==> config.mk <==
export PLATFORM = sky130hd
export DESIGN_NAME = rtcal_regs
export DESIGN_NICKNAME = d
export VERILOG_FILES = /design/src/rtcal_pkg.sv /design/src/rtcal_match.sv /design/src/rtcal_regs.sv
export SDC_FILE = /design/constraint.sdc
export NUM_CORES = 1
export LEC_CHECK = 0
export BUFFER_PORTS_ARGS = -buffer_cell sky130_fd_sc_hd__buf_2
export CAP_MARGIN = 20
export CORE_ASPECT_RATIO = 1.4
export CORE_MARGIN = 1
export CORE_UTILIZATION = 45
export CTS_BUF_LIST = sky130_fd_sc_hd__clkbuf_8
export DETAILED_ROUTE_END_ITERATION = 12
export HOLD_SLACK_MARGIN = 0.1
export PLACE_DENSITY_LB_ADDON = 0.05
export SLEW_MARGIN = 20
export SYNTH_ARGS = -nofsm -noshare
export SYNTH_HDL_FRONTEND = slang
export SYNTH_SLANG_ARGS = --single-unit
==> constraint.sdc <==
create_clock -name aclk -period 4.7 [get_ports aclk]
set_input_delay 0.94 -clock aclk [delete_from_list [all_inputs] [get_ports aclk]]
set_output_delay 0.94 -clock aclk [all_outputs]
set_load 0.02 [all_outputs]
==> src/rtcal_pkg.sv <==
// rtcal_pkg: register map, field layout and types of the rtc alarm compare block
// assumes: 32-bit axi4-lite slave, one aligned word per 8-bit register
package rtcal_pkg;
	// register byte offsets
	localparam logic [5:0] RTCAL_OFS_CONTROL = 6'h00;
	localparam logic [5:0] RTCAL_OFS_REPEAT = 6'h04;
	localparam logic [5:0] RTCAL_OFS_MONTH = 6'h08;
	localparam logic [5:0] RTCAL_OFS_WEEKDAY = 6'h0c;
	localparam logic [5:0] RTCAL_OFS_DAY = 6'h10;
	localparam logic [5:0] RTCAL_OFS_HOUR = 6'h14;
	localparam logic [5:0] RTCAL_OFS_MINUTE = 6'h18;
	localparam logic [5:0] RTCAL_OFS_SECOND = 6'h1c;
	localparam logic [5:0] RTCAL_OFS_STATUS = 6'h20;
	localparam logic [5:0] RTCAL_OFS_CLEAR = 6'h24;
	localparam logic [5:0] RTCAL_OFS_IRQ_EN = 6'h28;
	// writable-bit masks of the value and control registers
	localparam logic [7:0] RTCAL_MASK_MONTH = 8'h1f;
	localparam logic [7:0] RTCAL_MASK_WEEKDAY = 8'h07;
	localparam logic [7:0] RTCAL_MASK_DAY = 8'h3f;
	localparam logic [7:0] RTCAL_MASK_HOUR = 8'h3f;
	localparam logic [7:0] RTCAL_MASK_MINUTE = 8'h7f;
	localparam logic [7:0] RTCAL_MASK_SECOND = 8'h7f;
	localparam logic [7:0] RTCAL_MASK_CONTROL = 8'hfc;
	// control field positions
	localparam int RTCAL_CTL_ENABLE_BIT = 7;
	localparam int RTCAL_CTL_CHIME_BIT = 6;
	localparam int RTCAL_CTL_MASK_LSB = 2;
	// reset values
	localparam logic [7:0] RTCAL_RST_CONTROL = 8'h00;
	localparam logic [7:0] RTCAL_RST_REPEAT = 8'h00;
	localparam logic [7:0] RTCAL_REPEAT_TOP = 8'hff;
	// status bits: 0 alarm event, 1 auto disable
	localparam int RTCAL_NUM_EVENTS = 2;
	// axi response codes
	localparam logic [1:0] RTCAL_RESP_OKAY = 2'h0;
	localparam logic [1:0] RTCAL_RESP_SLVERR = 2'h2;
	// granularity codes
	typedef enum logic [3:0] {
		RTCAL_G_HALFSEC = 4'h0, RTCAL_G_SEC = 4'h1, RTCAL_G_10SEC = 4'h2,
		RTCAL_G_MIN = 4'h3, RTCAL_G_10MIN = 4'h4, RTCAL_G_HOUR = 4'h5,
		RTCAL_G_DAY = 4'h6, RTCAL_G_WEEK = 4'h7, RTCAL_G_MONTH = 4'h8,
		RTCAL_G_YEAR = 4'h9
	} rtcal_gran_t;
	// calendar time as bcd fields
	typedef struct packed {
		logic [7:0] month;
		logic [7:0] weekday;
		logic [7:0] day;
		logic [7:0] hour;
		logic [7:0] minute;
		logic [7:0] second;
		logic half;
	} rtcal_time_t;
endpackage

==> src/rtcal_match.sv <==
// rtcal_match: compares calendar time with alarm fields under a granularity code
// assumes: both inputs on the same clock, fields already masked to their widths
`timescale 1ns/1ps
module rtcal_match
	import rtcal_pkg::*;
(
	input wire logic [3:0] gran,
	input wire rtcal_time_t now,
	input wire rtcal_time_t alarm,
	output logic hit
);
	// per-field equality, each field but weekday and month cares from some code upward
	always_comb begin
		logic sec_lo, sec_hi, min_lo, min_hi, hr, dy, wd, mo;
		sec_lo = now.second[3:0] == alarm.second[3:0];
		sec_hi = now.second[6:4] == alarm.second[6:4];
		min_lo = now.minute[3:0] == alarm.minute[3:0];
		min_hi = now.minute[6:4] == alarm.minute[6:4];
		hr = now.hour[5:0] == alarm.hour[5:0];
		dy = now.day[5:0] == alarm.day[5:0];
		wd = now.weekday[2:0] == alarm.weekday[2:0];
		mo = now.month[4:0] == alarm.month[4:0];
		hit = 1'b0;
		// reserved codes never match
		if (gran <= RTCAL_G_YEAR) begin
			hit = 1'b1;
			if (gran == RTCAL_G_SEC) hit = !now.half;
			if (gran >= RTCAL_G_10SEC) hit = hit && !now.half && sec_lo;
			if (gran >= RTCAL_G_MIN) hit = hit && sec_hi;
			if (gran >= RTCAL_G_10MIN) hit = hit && min_lo;
			if (gran >= RTCAL_G_HOUR) hit = hit && min_hi;
			if (gran >= RTCAL_G_DAY) hit = hit && hr;
			if (gran == RTCAL_G_WEEK) hit = hit && wd;
			if (gran >= RTCAL_G_MONTH) hit = hit && dy;
			if (gran == RTCAL_G_YEAR) hit = hit && mo;
		end
	end
endmodule // rtcal_match

==> src/rtcal_regs.sv <==
// rtcal_regs: alarm compare registers of the real time calendar, axi4-lite slave
// assumes: calendar fields and its tick come from logic on aclk
//
// Chosen here: the register addresses and the AXI4-Lite register port.
`timescale 1ns/1ps
module rtcal_regs
	import rtcal_pkg::*;
(
	input wire logic aclk,
	input wire logic aresetn,
	input wire logic [5:0] s_axi_awaddr,
	input wire logic s_axi_awvalid,
	output logic s_axi_awready,
	input wire logic [31:0] s_axi_wdata,
	input wire logic [3:0] s_axi_wstrb,
	input wire logic s_axi_wvalid,
	output logic s_axi_wready,
	output logic [1:0] s_axi_bresp,
	output logic s_axi_bvalid,
	input wire logic s_axi_bready,
	input wire logic [5:0] s_axi_araddr,
	input wire logic s_axi_arvalid,
	output logic s_axi_arready,
	output logic [31:0] s_axi_rdata,
	output logic [1:0] s_axi_rresp,
	output logic s_axi_rvalid,
	input wire logic s_axi_rready,
	input wire rtcal_time_t cal_time,
	input wire logic cal_tick,
	output logic calendar_interrupt_flag,
	output logic irq
);
	// alarm value storage, deliberately without reset
	logic [7:0] alarm_month_value_reg;
	logic [7:0] alarm_weekday_value_reg;
	logic [7:0] alarm_day_value_reg;
	logic [7:0] alarm_hour_value_reg;
	logic [7:0] alarm_minute_value_reg;
	logic [7:0] alarm_second_value_reg;
	// control and repeat
	logic [7:0] alarm_control_reg;
	logic [7:0] alarm_repeat_count_reg;
	// interrupt status and enable
	logic [RTCAL_NUM_EVENTS-1:0] status_reg;
	logic [RTCAL_NUM_EVENTS-1:0] irq_en_reg;
	logic [RTCAL_NUM_EVENTS-1:0] status_clr; // bits cleared by software this cycle
	logic [RTCAL_NUM_EVENTS-1:0] status_set; // bits raised by hardware this cycle
	// write channel holding
	logic aw_held_reg;
	logic [5:0] aw_addr_reg;
	logic w_held_reg;
	logic [31:0] w_data_reg;
	logic [3:0] w_strb_reg;
	logic wr_go;
	logic wr_lane0;
	// comparator
	rtcal_time_t alarm_time;
	logic hit;
	logic alarm_event;
	logic alarm_enable;
	logic chime;
	logic auto_off;
	logic [7:0] rd_byte;
	logic rd_err;

	// accept address and data independently, one write in flight
	assign s_axi_awready = !aw_held_reg && !s_axi_bvalid;
	assign s_axi_wready = !w_held_reg && !s_axi_bvalid;
	assign wr_go = aw_held_reg && w_held_reg;
	// registers are 8 bits wide, only byte lane 0 carries them
	assign wr_lane0 = wr_go && w_strb_reg[0];

	// helper: is the write to this offset
	function automatic logic wr_hit(input logic [5:0] ofs);
		return wr_lane0 && (aw_addr_reg == ofs);
	endfunction

	// helper: word-aligned byte offset; the low two address bits never select a register
	function automatic logic [5:0] word_ofs(input logic [5:0] a);
		return {a[5:2], 2'h0};
	endfunction

	// address capture
	always_ff @(posedge aclk) begin
		if (!aresetn) begin
			aw_held_reg <= 1'b0;
			aw_addr_reg <= 6'h00;
		end else if (s_axi_awvalid && s_axi_awready) begin
			aw_held_reg <= 1'b1;
			aw_addr_reg <= word_ofs(s_axi_awaddr);
		end else if (wr_go) begin
			aw_held_reg <= 1'b0;
		end
	end

	// data capture
	// the whole word and its strobes are kept; only lane 0 reaches a register
	always_ff @(posedge aclk) begin
		if (!aresetn) begin
			w_held_reg <= 1'b0;
			w_data_reg <= 32'h0000_0000;
			w_strb_reg <= 4'h0;
		end else if (s_axi_wvalid && s_axi_wready) begin
			w_held_reg <= 1'b1;
			w_data_reg <= s_axi_wdata;
			w_strb_reg <= s_axi_wstrb;
		end else if (wr_go) begin
			w_held_reg <= 1'b0;
		end
	end

	// write response, slverr on unmapped offsets
	// awready and wready stay low while bvalid stands, so one write is in flight
	always_ff @(posedge aclk) begin
		if (!aresetn) begin
			s_axi_bvalid <= 1'b0;
			s_axi_bresp <= RTCAL_RESP_OKAY;
		end else if (wr_go) begin
			s_axi_bvalid <= 1'b1;
			s_axi_bresp <= (aw_addr_reg > RTCAL_OFS_IRQ_EN) ? RTCAL_RESP_SLVERR
				: RTCAL_RESP_OKAY;
		end else if (s_axi_bready) begin
			s_axi_bvalid <= 1'b0;
		end
	end

	// alarm value fields: no reset branch, masked on write
	always_ff @(posedge aclk) begin
		if (wr_hit(RTCAL_OFS_MONTH))
			alarm_month_value_reg <= w_data_reg[7:0] & RTCAL_MASK_MONTH;
		if (wr_hit(RTCAL_OFS_WEEKDAY))
			alarm_weekday_value_reg <= w_data_reg[7:0] & RTCAL_MASK_WEEKDAY;
		// day tens 5:4, units 3:0
		if (wr_hit(RTCAL_OFS_DAY))
			alarm_day_value_reg <= w_data_reg[7:0] & RTCAL_MASK_DAY;
		// hour tens 5:4, units 3:0
		if (wr_hit(RTCAL_OFS_HOUR))
			alarm_hour_value_reg <= w_data_reg[7:0] & RTCAL_MASK_HOUR;
		// minute tens 6:4, units 3:0
		if (wr_hit(RTCAL_OFS_MINUTE))
			alarm_minute_value_reg <= w_data_reg[7:0] & RTCAL_MASK_MINUTE;
		// second tens 6:4, units 3:0
		if (wr_hit(RTCAL_OFS_SECOND))
			alarm_second_value_reg <= w_data_reg[7:0] & RTCAL_MASK_SECOND;
	end

	// gather stored fields for the comparator
	always_comb begin
		alarm_time.month = alarm_month_value_reg;
		alarm_time.weekday = alarm_weekday_value_reg;
		alarm_time.day = alarm_day_value_reg;
		alarm_time.hour = alarm_hour_value_reg;
		alarm_time.minute = alarm_minute_value_reg;
		alarm_time.second = alarm_second_value_reg;
		alarm_time.half = 1'b0;
	end

	assign alarm_enable = alarm_control_reg[RTCAL_CTL_ENABLE_BIT];
	assign chime = alarm_control_reg[RTCAL_CTL_CHIME_BIT];

	// field compare under the granularity code
	rtcal_match u_match (
		.gran(alarm_control_reg[RTCAL_CTL_MASK_LSB +: 4]),
		.now(cal_time),
		.alarm(alarm_time),
		.hit(hit)
	);

	// cal_tick must be a one-cycle pulse; a longer pulse would count the event once for every cycle it stays high
	// one event per calendar tick at most, so a match lasting many clock cycles fires once per tick
	assign alarm_event = cal_tick && alarm_enable && hit;
	// last shot spent: drop the enable
	assign auto_off = alarm_event && (alarm_repeat_count_reg == 8'h00) && !chime;

	// control word; the auto clear wins over a same-cycle software write of enable
	// bits 1:0 are masked on write, so they always read zero
	always_ff @(posedge aclk) begin
		if (!aresetn) begin
			alarm_control_reg <= RTCAL_RST_CONTROL;
		end else begin
			if (wr_hit(RTCAL_OFS_CONTROL))
				alarm_control_reg <= w_data_reg[7:0] & RTCAL_MASK_CONTROL;
			if (auto_off)
				alarm_control_reg[RTCAL_CTL_ENABLE_BIT] <= 1'b0;
		end
	end

	// repeat counter: event takes precedence over a software write
	// a write that meets an event is lost; software should reread the count
	always_ff @(posedge aclk) begin
		if (!aresetn) begin
			alarm_repeat_count_reg <= RTCAL_RST_REPEAT;
		end else if (alarm_event) begin
			if (alarm_repeat_count_reg != 8'h00)
				alarm_repeat_count_reg <= alarm_repeat_count_reg - 8'h01;
			else if (chime)
				alarm_repeat_count_reg <= RTCAL_REPEAT_TOP;
		end else if (wr_hit(RTCAL_OFS_REPEAT)) begin
			alarm_repeat_count_reg <= w_data_reg[7:0];
		end
	end

	// sticky status: a set beats a clear in the same cycle
	// a clear that races an event loses, so no alarm is ever lost silently
	always_comb begin
		status_clr = wr_hit(RTCAL_OFS_CLEAR) ? w_data_reg[RTCAL_NUM_EVENTS-1:0] : '0;
		status_set = {auto_off, alarm_event};
	end
	always_ff @(posedge aclk) begin
		if (!aresetn)
			status_reg <= '0;
		else
			status_reg <= (status_reg & ~status_clr) | status_set;
	end

	// interrupt enable
	always_ff @(posedge aclk) begin
		if (!aresetn)
			irq_en_reg <= '0;
		else if (wr_hit(RTCAL_OFS_IRQ_EN))
			irq_en_reg <= w_data_reg[RTCAL_NUM_EVENTS-1:0];
	end

	// calendar flag mirrors the alarm status bit; irq is the gated level
	// irq is a level: software drops it by clearing status or the enable
	assign calendar_interrupt_flag = status_reg[0];
	assign irq = |(status_reg & irq_en_reg);

	// read decode
	// unmapped words answer slverr and read zero
	always_comb begin
		rd_byte = 8'h00;
		rd_err = 1'b0;
		unique case (word_ofs(s_axi_araddr))
			RTCAL_OFS_CONTROL: rd_byte = alarm_control_reg;
			RTCAL_OFS_REPEAT: rd_byte = alarm_repeat_count_reg;
			RTCAL_OFS_MONTH: rd_byte = alarm_month_value_reg;
			RTCAL_OFS_WEEKDAY: rd_byte = alarm_weekday_value_reg;
			RTCAL_OFS_DAY: rd_byte = alarm_day_value_reg;
			RTCAL_OFS_HOUR: rd_byte = alarm_hour_value_reg;
			RTCAL_OFS_MINUTE: rd_byte = alarm_minute_value_reg;
			RTCAL_OFS_SECOND: rd_byte = alarm_second_value_reg;
			RTCAL_OFS_STATUS: rd_byte = {6'h00, status_reg};
			RTCAL_OFS_IRQ_EN: rd_byte = {6'h00, irq_en_reg};
			RTCAL_OFS_CLEAR: rd_byte = 8'h00; // write-only, reads zero
			default: rd_err = 1'b1;
		endcase
	end

	// read channel: answer one cycle after the address is taken
	// rdata is latched at the handshake, so a later change of a register
	// cannot alter a word that is already on the bus
	assign s_axi_arready = !s_axi_rvalid;
	always_ff @(posedge aclk) begin
		if (!aresetn) begin
			s_axi_rvalid <= 1'b0;
			s_axi_rdata <= 32'h0000_0000;
			s_axi_rresp <= RTCAL_RESP_OKAY;
		end else if (s_axi_arvalid && s_axi_arready) begin
			s_axi_rvalid <= 1'b1;
			s_axi_rdata <= {24'h00_0000, rd_byte};
			s_axi_rresp <= rd_err ? RTCAL_RESP_SLVERR : RTCAL_RESP_OKAY;
		end else if (s_axi_rready) begin
			s_axi_rvalid <= 1'b0;
		end
	end

	// assertions
	// stored field widths
	day_bits_a: assert property (@(posedge aclk) disable iff (!aresetn)
		wr_hit(RTCAL_OFS_DAY) |=> alarm_day_value_reg == ($past(w_data_reg[7:0]) & 8'h3f))
		else $error("day value not stored as six bits");
	hour_bits_a: assert property (@(posedge aclk) disable iff (!aresetn)
		wr_hit(RTCAL_OFS_HOUR) |=> alarm_hour_value_reg == ($past(w_data_reg[7:0]) & 8'h3f))
		else $error("hour value not stored as six bits");
	min_bits_a: assert property (@(posedge aclk) disable iff (!aresetn)
		wr_hit(RTCAL_OFS_MINUTE) |=> alarm_minute_value_reg == ($past(w_data_reg[7:0]) & 8'h7f))
		else $error("minute value not stored as seven bits");
	sec_bits_a: assert property (@(posedge aclk) disable iff (!aresetn)
		wr_hit(RTCAL_OFS_SECOND) |=> alarm_second_value_reg == ($past(w_data_reg[7:0]) & 8'h7f))
		else $error("second value not stored as seven bits");
	// read-back of the unused day bits
	upper_zero_a: assert property (@(posedge aclk) disable iff (!aresetn)
		s_axi_arvalid && s_axi_arready && s_axi_araddr[5:2] == 4'h4 |=> s_axi_rdata[7:6] == 2'h0)
		else $error("day upper bits read nonzero");
	// granularity code and repeat counter
	reserved_gran_a: assert property (@(posedge aclk) disable iff (!aresetn)
		alarm_control_reg[5:2] > 4'h9 |-> !alarm_event)
		else $error("alarm event on reserved code");
	repeat_dec_a: assert property (@(posedge aclk) disable iff (!aresetn)
		alarm_event && alarm_repeat_count_reg != 8'h00
		|=> alarm_repeat_count_reg == $past(alarm_repeat_count_reg) - 8'h01)
		else $error("repeat counter did not decrement");
	repeat_wrap_a: assert property (@(posedge aclk) disable iff (!aresetn)
		alarm_event && alarm_repeat_count_reg == 8'h00
		|=> alarm_repeat_count_reg == ($past(chime) ? 8'hff : 8'h00))
		else $error("repeat counter wrap wrong");
	auto_off_a: assert property (@(posedge aclk) disable iff (!aresetn)
		auto_off |=> !alarm_enable ##1 !alarm_enable || $past(wr_hit(RTCAL_OFS_CONTROL)))
		else $error("enable not cleared after last shot");
	event_flag_a: assert property (@(posedge aclk) disable iff (!aresetn)
		alarm_event |=> calendar_interrupt_flag && status_reg[0])
		else $error("event did not set flag");
	// read-back of the unused upper bits of hour, minute and second
	hour_upper_a: assert property (@(posedge aclk) disable iff (!aresetn)
		s_axi_arvalid && s_axi_arready && s_axi_araddr[5:2] == 4'h5 |=> s_axi_rdata[7:6] == 2'h0)
		else $error("hour upper bits read nonzero");
	minsec_upper_a: assert property (@(posedge aclk) disable iff (!aresetn)
		s_axi_arvalid && s_axi_arready && s_axi_araddr[5:3] == 3'h3 |=> !s_axi_rdata[7])
		else $error("minute or second bit seven read nonzero");
	// the counter only moves on an event or a software write
	repeat_keep_a: assert property (@(posedge aclk) disable iff (!aresetn)
		!alarm_event && !wr_hit(RTCAL_OFS_REPEAT) |=> $stable(alarm_repeat_count_reg))
		else $error("repeat counter moved without event or write");
	// with chime on, an event never drops the enable
	chime_keep_a: assert property (@(posedge aclk) disable iff (!aresetn)
		alarm_event && chime |=> alarm_enable || $past(wr_hit(RTCAL_OFS_CONTROL)))
		else $error("enable dropped while chime is on");
	// the last shot also marks the auto-disable status bit
	off_status_a: assert property (@(posedge aclk) disable iff (!aresetn)
		auto_off |=> status_reg[1])
		else $error("auto-disable status not set");
	// the alarm status bit only rises after an alarm event
	flag_cause_a: assert property (@(posedge aclk) disable iff (!aresetn)
		$rose(status_reg[0]) |-> $past(alarm_event))
		else $error("alarm status set without event");
	// covers of the main scenarios
	chime_wrap_c: cover property (@(posedge aclk) disable iff (!aresetn)
		alarm_event && chime && alarm_repeat_count_reg == 8'h00);
	auto_off_c: cover property (@(posedge aclk) disable iff (!aresetn) auto_off);
	irq_c: cover property (@(posedge aclk) disable iff (!aresetn) $rose(irq));
	year_c: cover property (@(posedge aclk) disable iff (!aresetn)
		alarm_event && alarm_control_reg[5:2] == 4'h9);
	halfsec_c: cover property (@(posedge aclk) disable iff (!aresetn)
		alarm_event && cal_time.half);
endmodule // rtcal_regs

==> impl_summary.txt <==
----------------------------------------------------
[Synthesis]
  Post-Syn Area ... 0.00433 sq mm
  Cell variety after synth ... 54
  Number of synthesized register bits ... slightly below 80
  Proportion of synthesized chip area in sequential cells ... roughly 44%
  EDFF count, synth ... 34
  Async SR Flop Fraction ... 0%
  Yosys warnings ... 0
  Most common flop cell mapped by yosys ... dfxtp_1
  Cell count after synthesis ... 439
  Syn_area_per_cell ... around 9.9 sq um

[Clocking]
  Root Driver ... clkbuf_8
  Setup bufs post-CTS ... 0
  Hold buffer count at CTS ... 0
  TritonCTS buffer count ... 9
  Clk Latency, worst-skew pair ... 0.36 ns
  Total number of H-tree levels ... 3
  Buffer levels on the longest clock path ... 2
  Clock transition at the registers of the reported paths ... about 0.080 ns
  CTS Sinks ... 79
  Gates resized, CTS repair ... 0
  TritonCTS clock tree ... built

[Floorplanning]
  Floorplan die area ... 0.0100 sq mm
  Row count ... 42
  Die width ... 84.9 microns
  Effective utilization at floorplan ... roughly 46%
  Total core area ... 0.00941 sq mm
  Die extent in y ... 118 microns
  Number of ports placed on the die boundary ... around 150

[Placed design]
  Post-detailed-placement half-perimeter wirelength ... 7700 microns
  Placed standard-cell area ... approximately 0.0046 sq mm
  Weighted congestion reported at the end of routability-driven placement ... 0.838
  IO buf count ... 76

[Layout]
  Final net count ... around 600
  Cell area after layout ... roughly 0.0048 sq mm
  Layout Utilization ... 51.0%
  Leading cell type in the layout, fill and taps excluded ... buf_2
  Layout Area Growth over Synthesis ... 10.9%
  Most used cells in the layout excluding fill and tap cells ... buf_2 (76), dfxtp_1 (45), nand2_1 (44)
  Share of final-layout standard cells stronger than drive strength 1 ... 21.2%
  Number of diodes added for antenna fixing ... 0
  Final-layout fill cell count ... 924

[Critical path]
  Worst path cell trace ... buf_2 -> xnor2_1 -> nand4_1 -> or4_1 -> a21oi_1 -> and4_1 -> mux2i_1 -> o22a_1
  Crit path max fanout ... 19
  R2R depth ... 7
  Setup crit end ... alarm_repeat_count_reg[0]
  Origin of the critical flop-to-flop path ... alarm_day_value_reg[1]
  Critical path type ... input pin to flop
  Stages on the worst setup path ... 8
  WP buf/inv ... 1
  Terminus of the critical flop-to-flop path ... alarm_repeat_count_reg[0]
  Top cell family by delay on the critical path ... simple AND/OR/NAND/NOR gates
  Crit start category ... input pin
  Launch point of the worst path ... cal_time[26]
  Delay contributed by the slowest stage of the critical path ... ~0.67 ns
  Slowest CP cell ... and4_1
  Nature of the critical path endpoint ... flop
  Data required, critical path ... 4.95 ns
  Worst reg-to-reg setup slack ... 2.05 ns
  Worst Path Arrival ... 3.06 ns

[Power and ir drop]
  Power Dens Cells ... 288 mW/mm^2
  Total power ... 1380 uW
  Worst ir drop on vdd ... 177 uV
  Leakage Power ... 0.00197 uW

[Routing]
  Routed vias ... 3251
  Detailed-router iteration count before antenna repair ... 10
  Total DRC errors in the routed layout ... 12
  Detail-routed net length per standard cell ... 16.9 microns
  Initial DRC count ... 235
  Routed WL ... 10400 microns
  ANT nets after route ... 0
  Avg Vias per Cell ... 5.29

[Timing]
  Aggregate negative setup slack ... 0 ns
  Worst-Margin Slew ... 0.941 ns
  Count of endpoints failing setup in the final report ... 0
  Total count of hold-check failures in the final report ... 0
  Clock period minus worst slack ... 2.81 ns
  Post-route clock period utilization ... 59.8%
  Final worst hold slack ... 0.465 ns
  Final count of pins violating max slew ... 0
  Worst Skew ... about 0.011 ns
  RSZ-0062 raised after global routing ... false
  F_max ... 356 MHz
  Slew Limit Headroom ... 36.8%

[Global routing]
  Antenna violations before repair ... 0
  Sum of overflow across all layers after global routing ... 0
  Pin count of the biggest net entering global routing ... 48
  Number of global-route vias before repair ... 3130
  All-Layer GR Usage ... 21.8%
  First-pass GRT wire length ... 16100 microns

[Flow run]
  Max cap viols ... 0

[Worst hold path]
  Type of the most critical hold path ... flop to flop

[Run status]
  Result of the run ... finished, violations left
  Violated checks ... DRC

----------------------------------------------------
## cell usage after synthesis, drive strengths merged (3+ instances only)
cell type	n	area (sq um)
and3	9	65.1
inv	7	26.3
edfxtp	34	1020
a21boi	15	113
nor3b	4	30.0
xnor2	17	149
a31oi	6	37.5
clkbuf	18	67.6
nor3	12	60.1
o21ai	12	60.1
mux2	7	78.8
xor2	21	184
nand2	44	165
mux2i	24	240
a32oi	3	26.3
a21oi	12	60.1
a22oi	7	52.6
nand2b	4	25.0
o21a	6	45.0
nor2b	21	131
dfxtp	45	901
nand3b	4	30.0
nor2	26	105
buf	34	267
nand3	8	40.0
nor4	7	43.8
## tightest hold or removal path, delay by kind of cell, from the launching register on
kind             cells  cell delay, ns
flip-flops           1            0.31
AO/OA/AOI/OAI        1            0.06
AND/OR/NAND/NOR      1            0.04
## layer usage
layer / up-vias / share of wire [%] / track usage [%]
li1: 1627 / - / -
met1: 1520 / 42 / 25.8
met2: 90 / 52 / 38.8
met3: 14 / 3.7 / 3.58
met4: 0 / 2.1 / 8.69
met5: - / 0 / 0
## logic make-up (layout without fill, tap and decap cells)
kind of cell	after synthesis	in the layout	synth area share, %
xor+xnor	38	38	7.69
buf+inv	59	100	8.32
other cells	1	26	0.0866
flops	79	79	44.4
simple gates	150	150	18.3
fa+ha+maj	2	2	0.578
compound gates	77	77	12.3
mux	33	33	8.41
## stage by stage
| stage | setup WS, ns | cells |
|---|---|---|
| floorplan | 2.26 | 464 |
| global placement | 1.57 | 598 |
| detailed placement | 1.53 | 599 |
| CTS | 1.92 | 615 |
| global route | 1.79 | 615 |
| finish | 1.89 | 615 |
## layout make-up
class / count / area [sq um] / area share [%]
Inverter: 7 / 26.3 / 0.547
Timing Repair Buffer: 77 / 384 / 8.00
Clock buffer: 9 / 124 / 2.58
Tap cell: 110 / 138 / 2.87
Clock inverter: 7 / 66.3 / 1.38
Multi-Input combinational cell: 326 / 2140 / 44.6
Sequential cell: 79 / 1920 / 40.0
## worst min-delay path by stage
stage | start | endpoint | slack, ns | cells after the start
3_3_place_gp | s_axi_rdata[0] | s_axi_rdata[0] | 0.45 | 2
4_1_cts | s_axi_rdata[6] | s_axi_rdata[6] | 0.47 | 2
5_1_grt | s_axi_rdata[6] | s_axi_rdata[6] | 0.49 | 2
6_report | s_axi_rdata[6] | s_axi_rdata[6] | 0.46 | 2
3_5_place_dp | s_axi_rdata[6] | s_axi_rdata[6] | 0.46 | 2
2_1_floorplan | w_strb_reg[0] | w_strb_reg[0] | 0.44 | 2
## power breakdown
group	switching [uW]	internal (uW)
registers	23.0	727
logic	84.5	55.9
clock network	250	242
total	357	1020
Note: power is estimated with default switching activity, not from simulation.
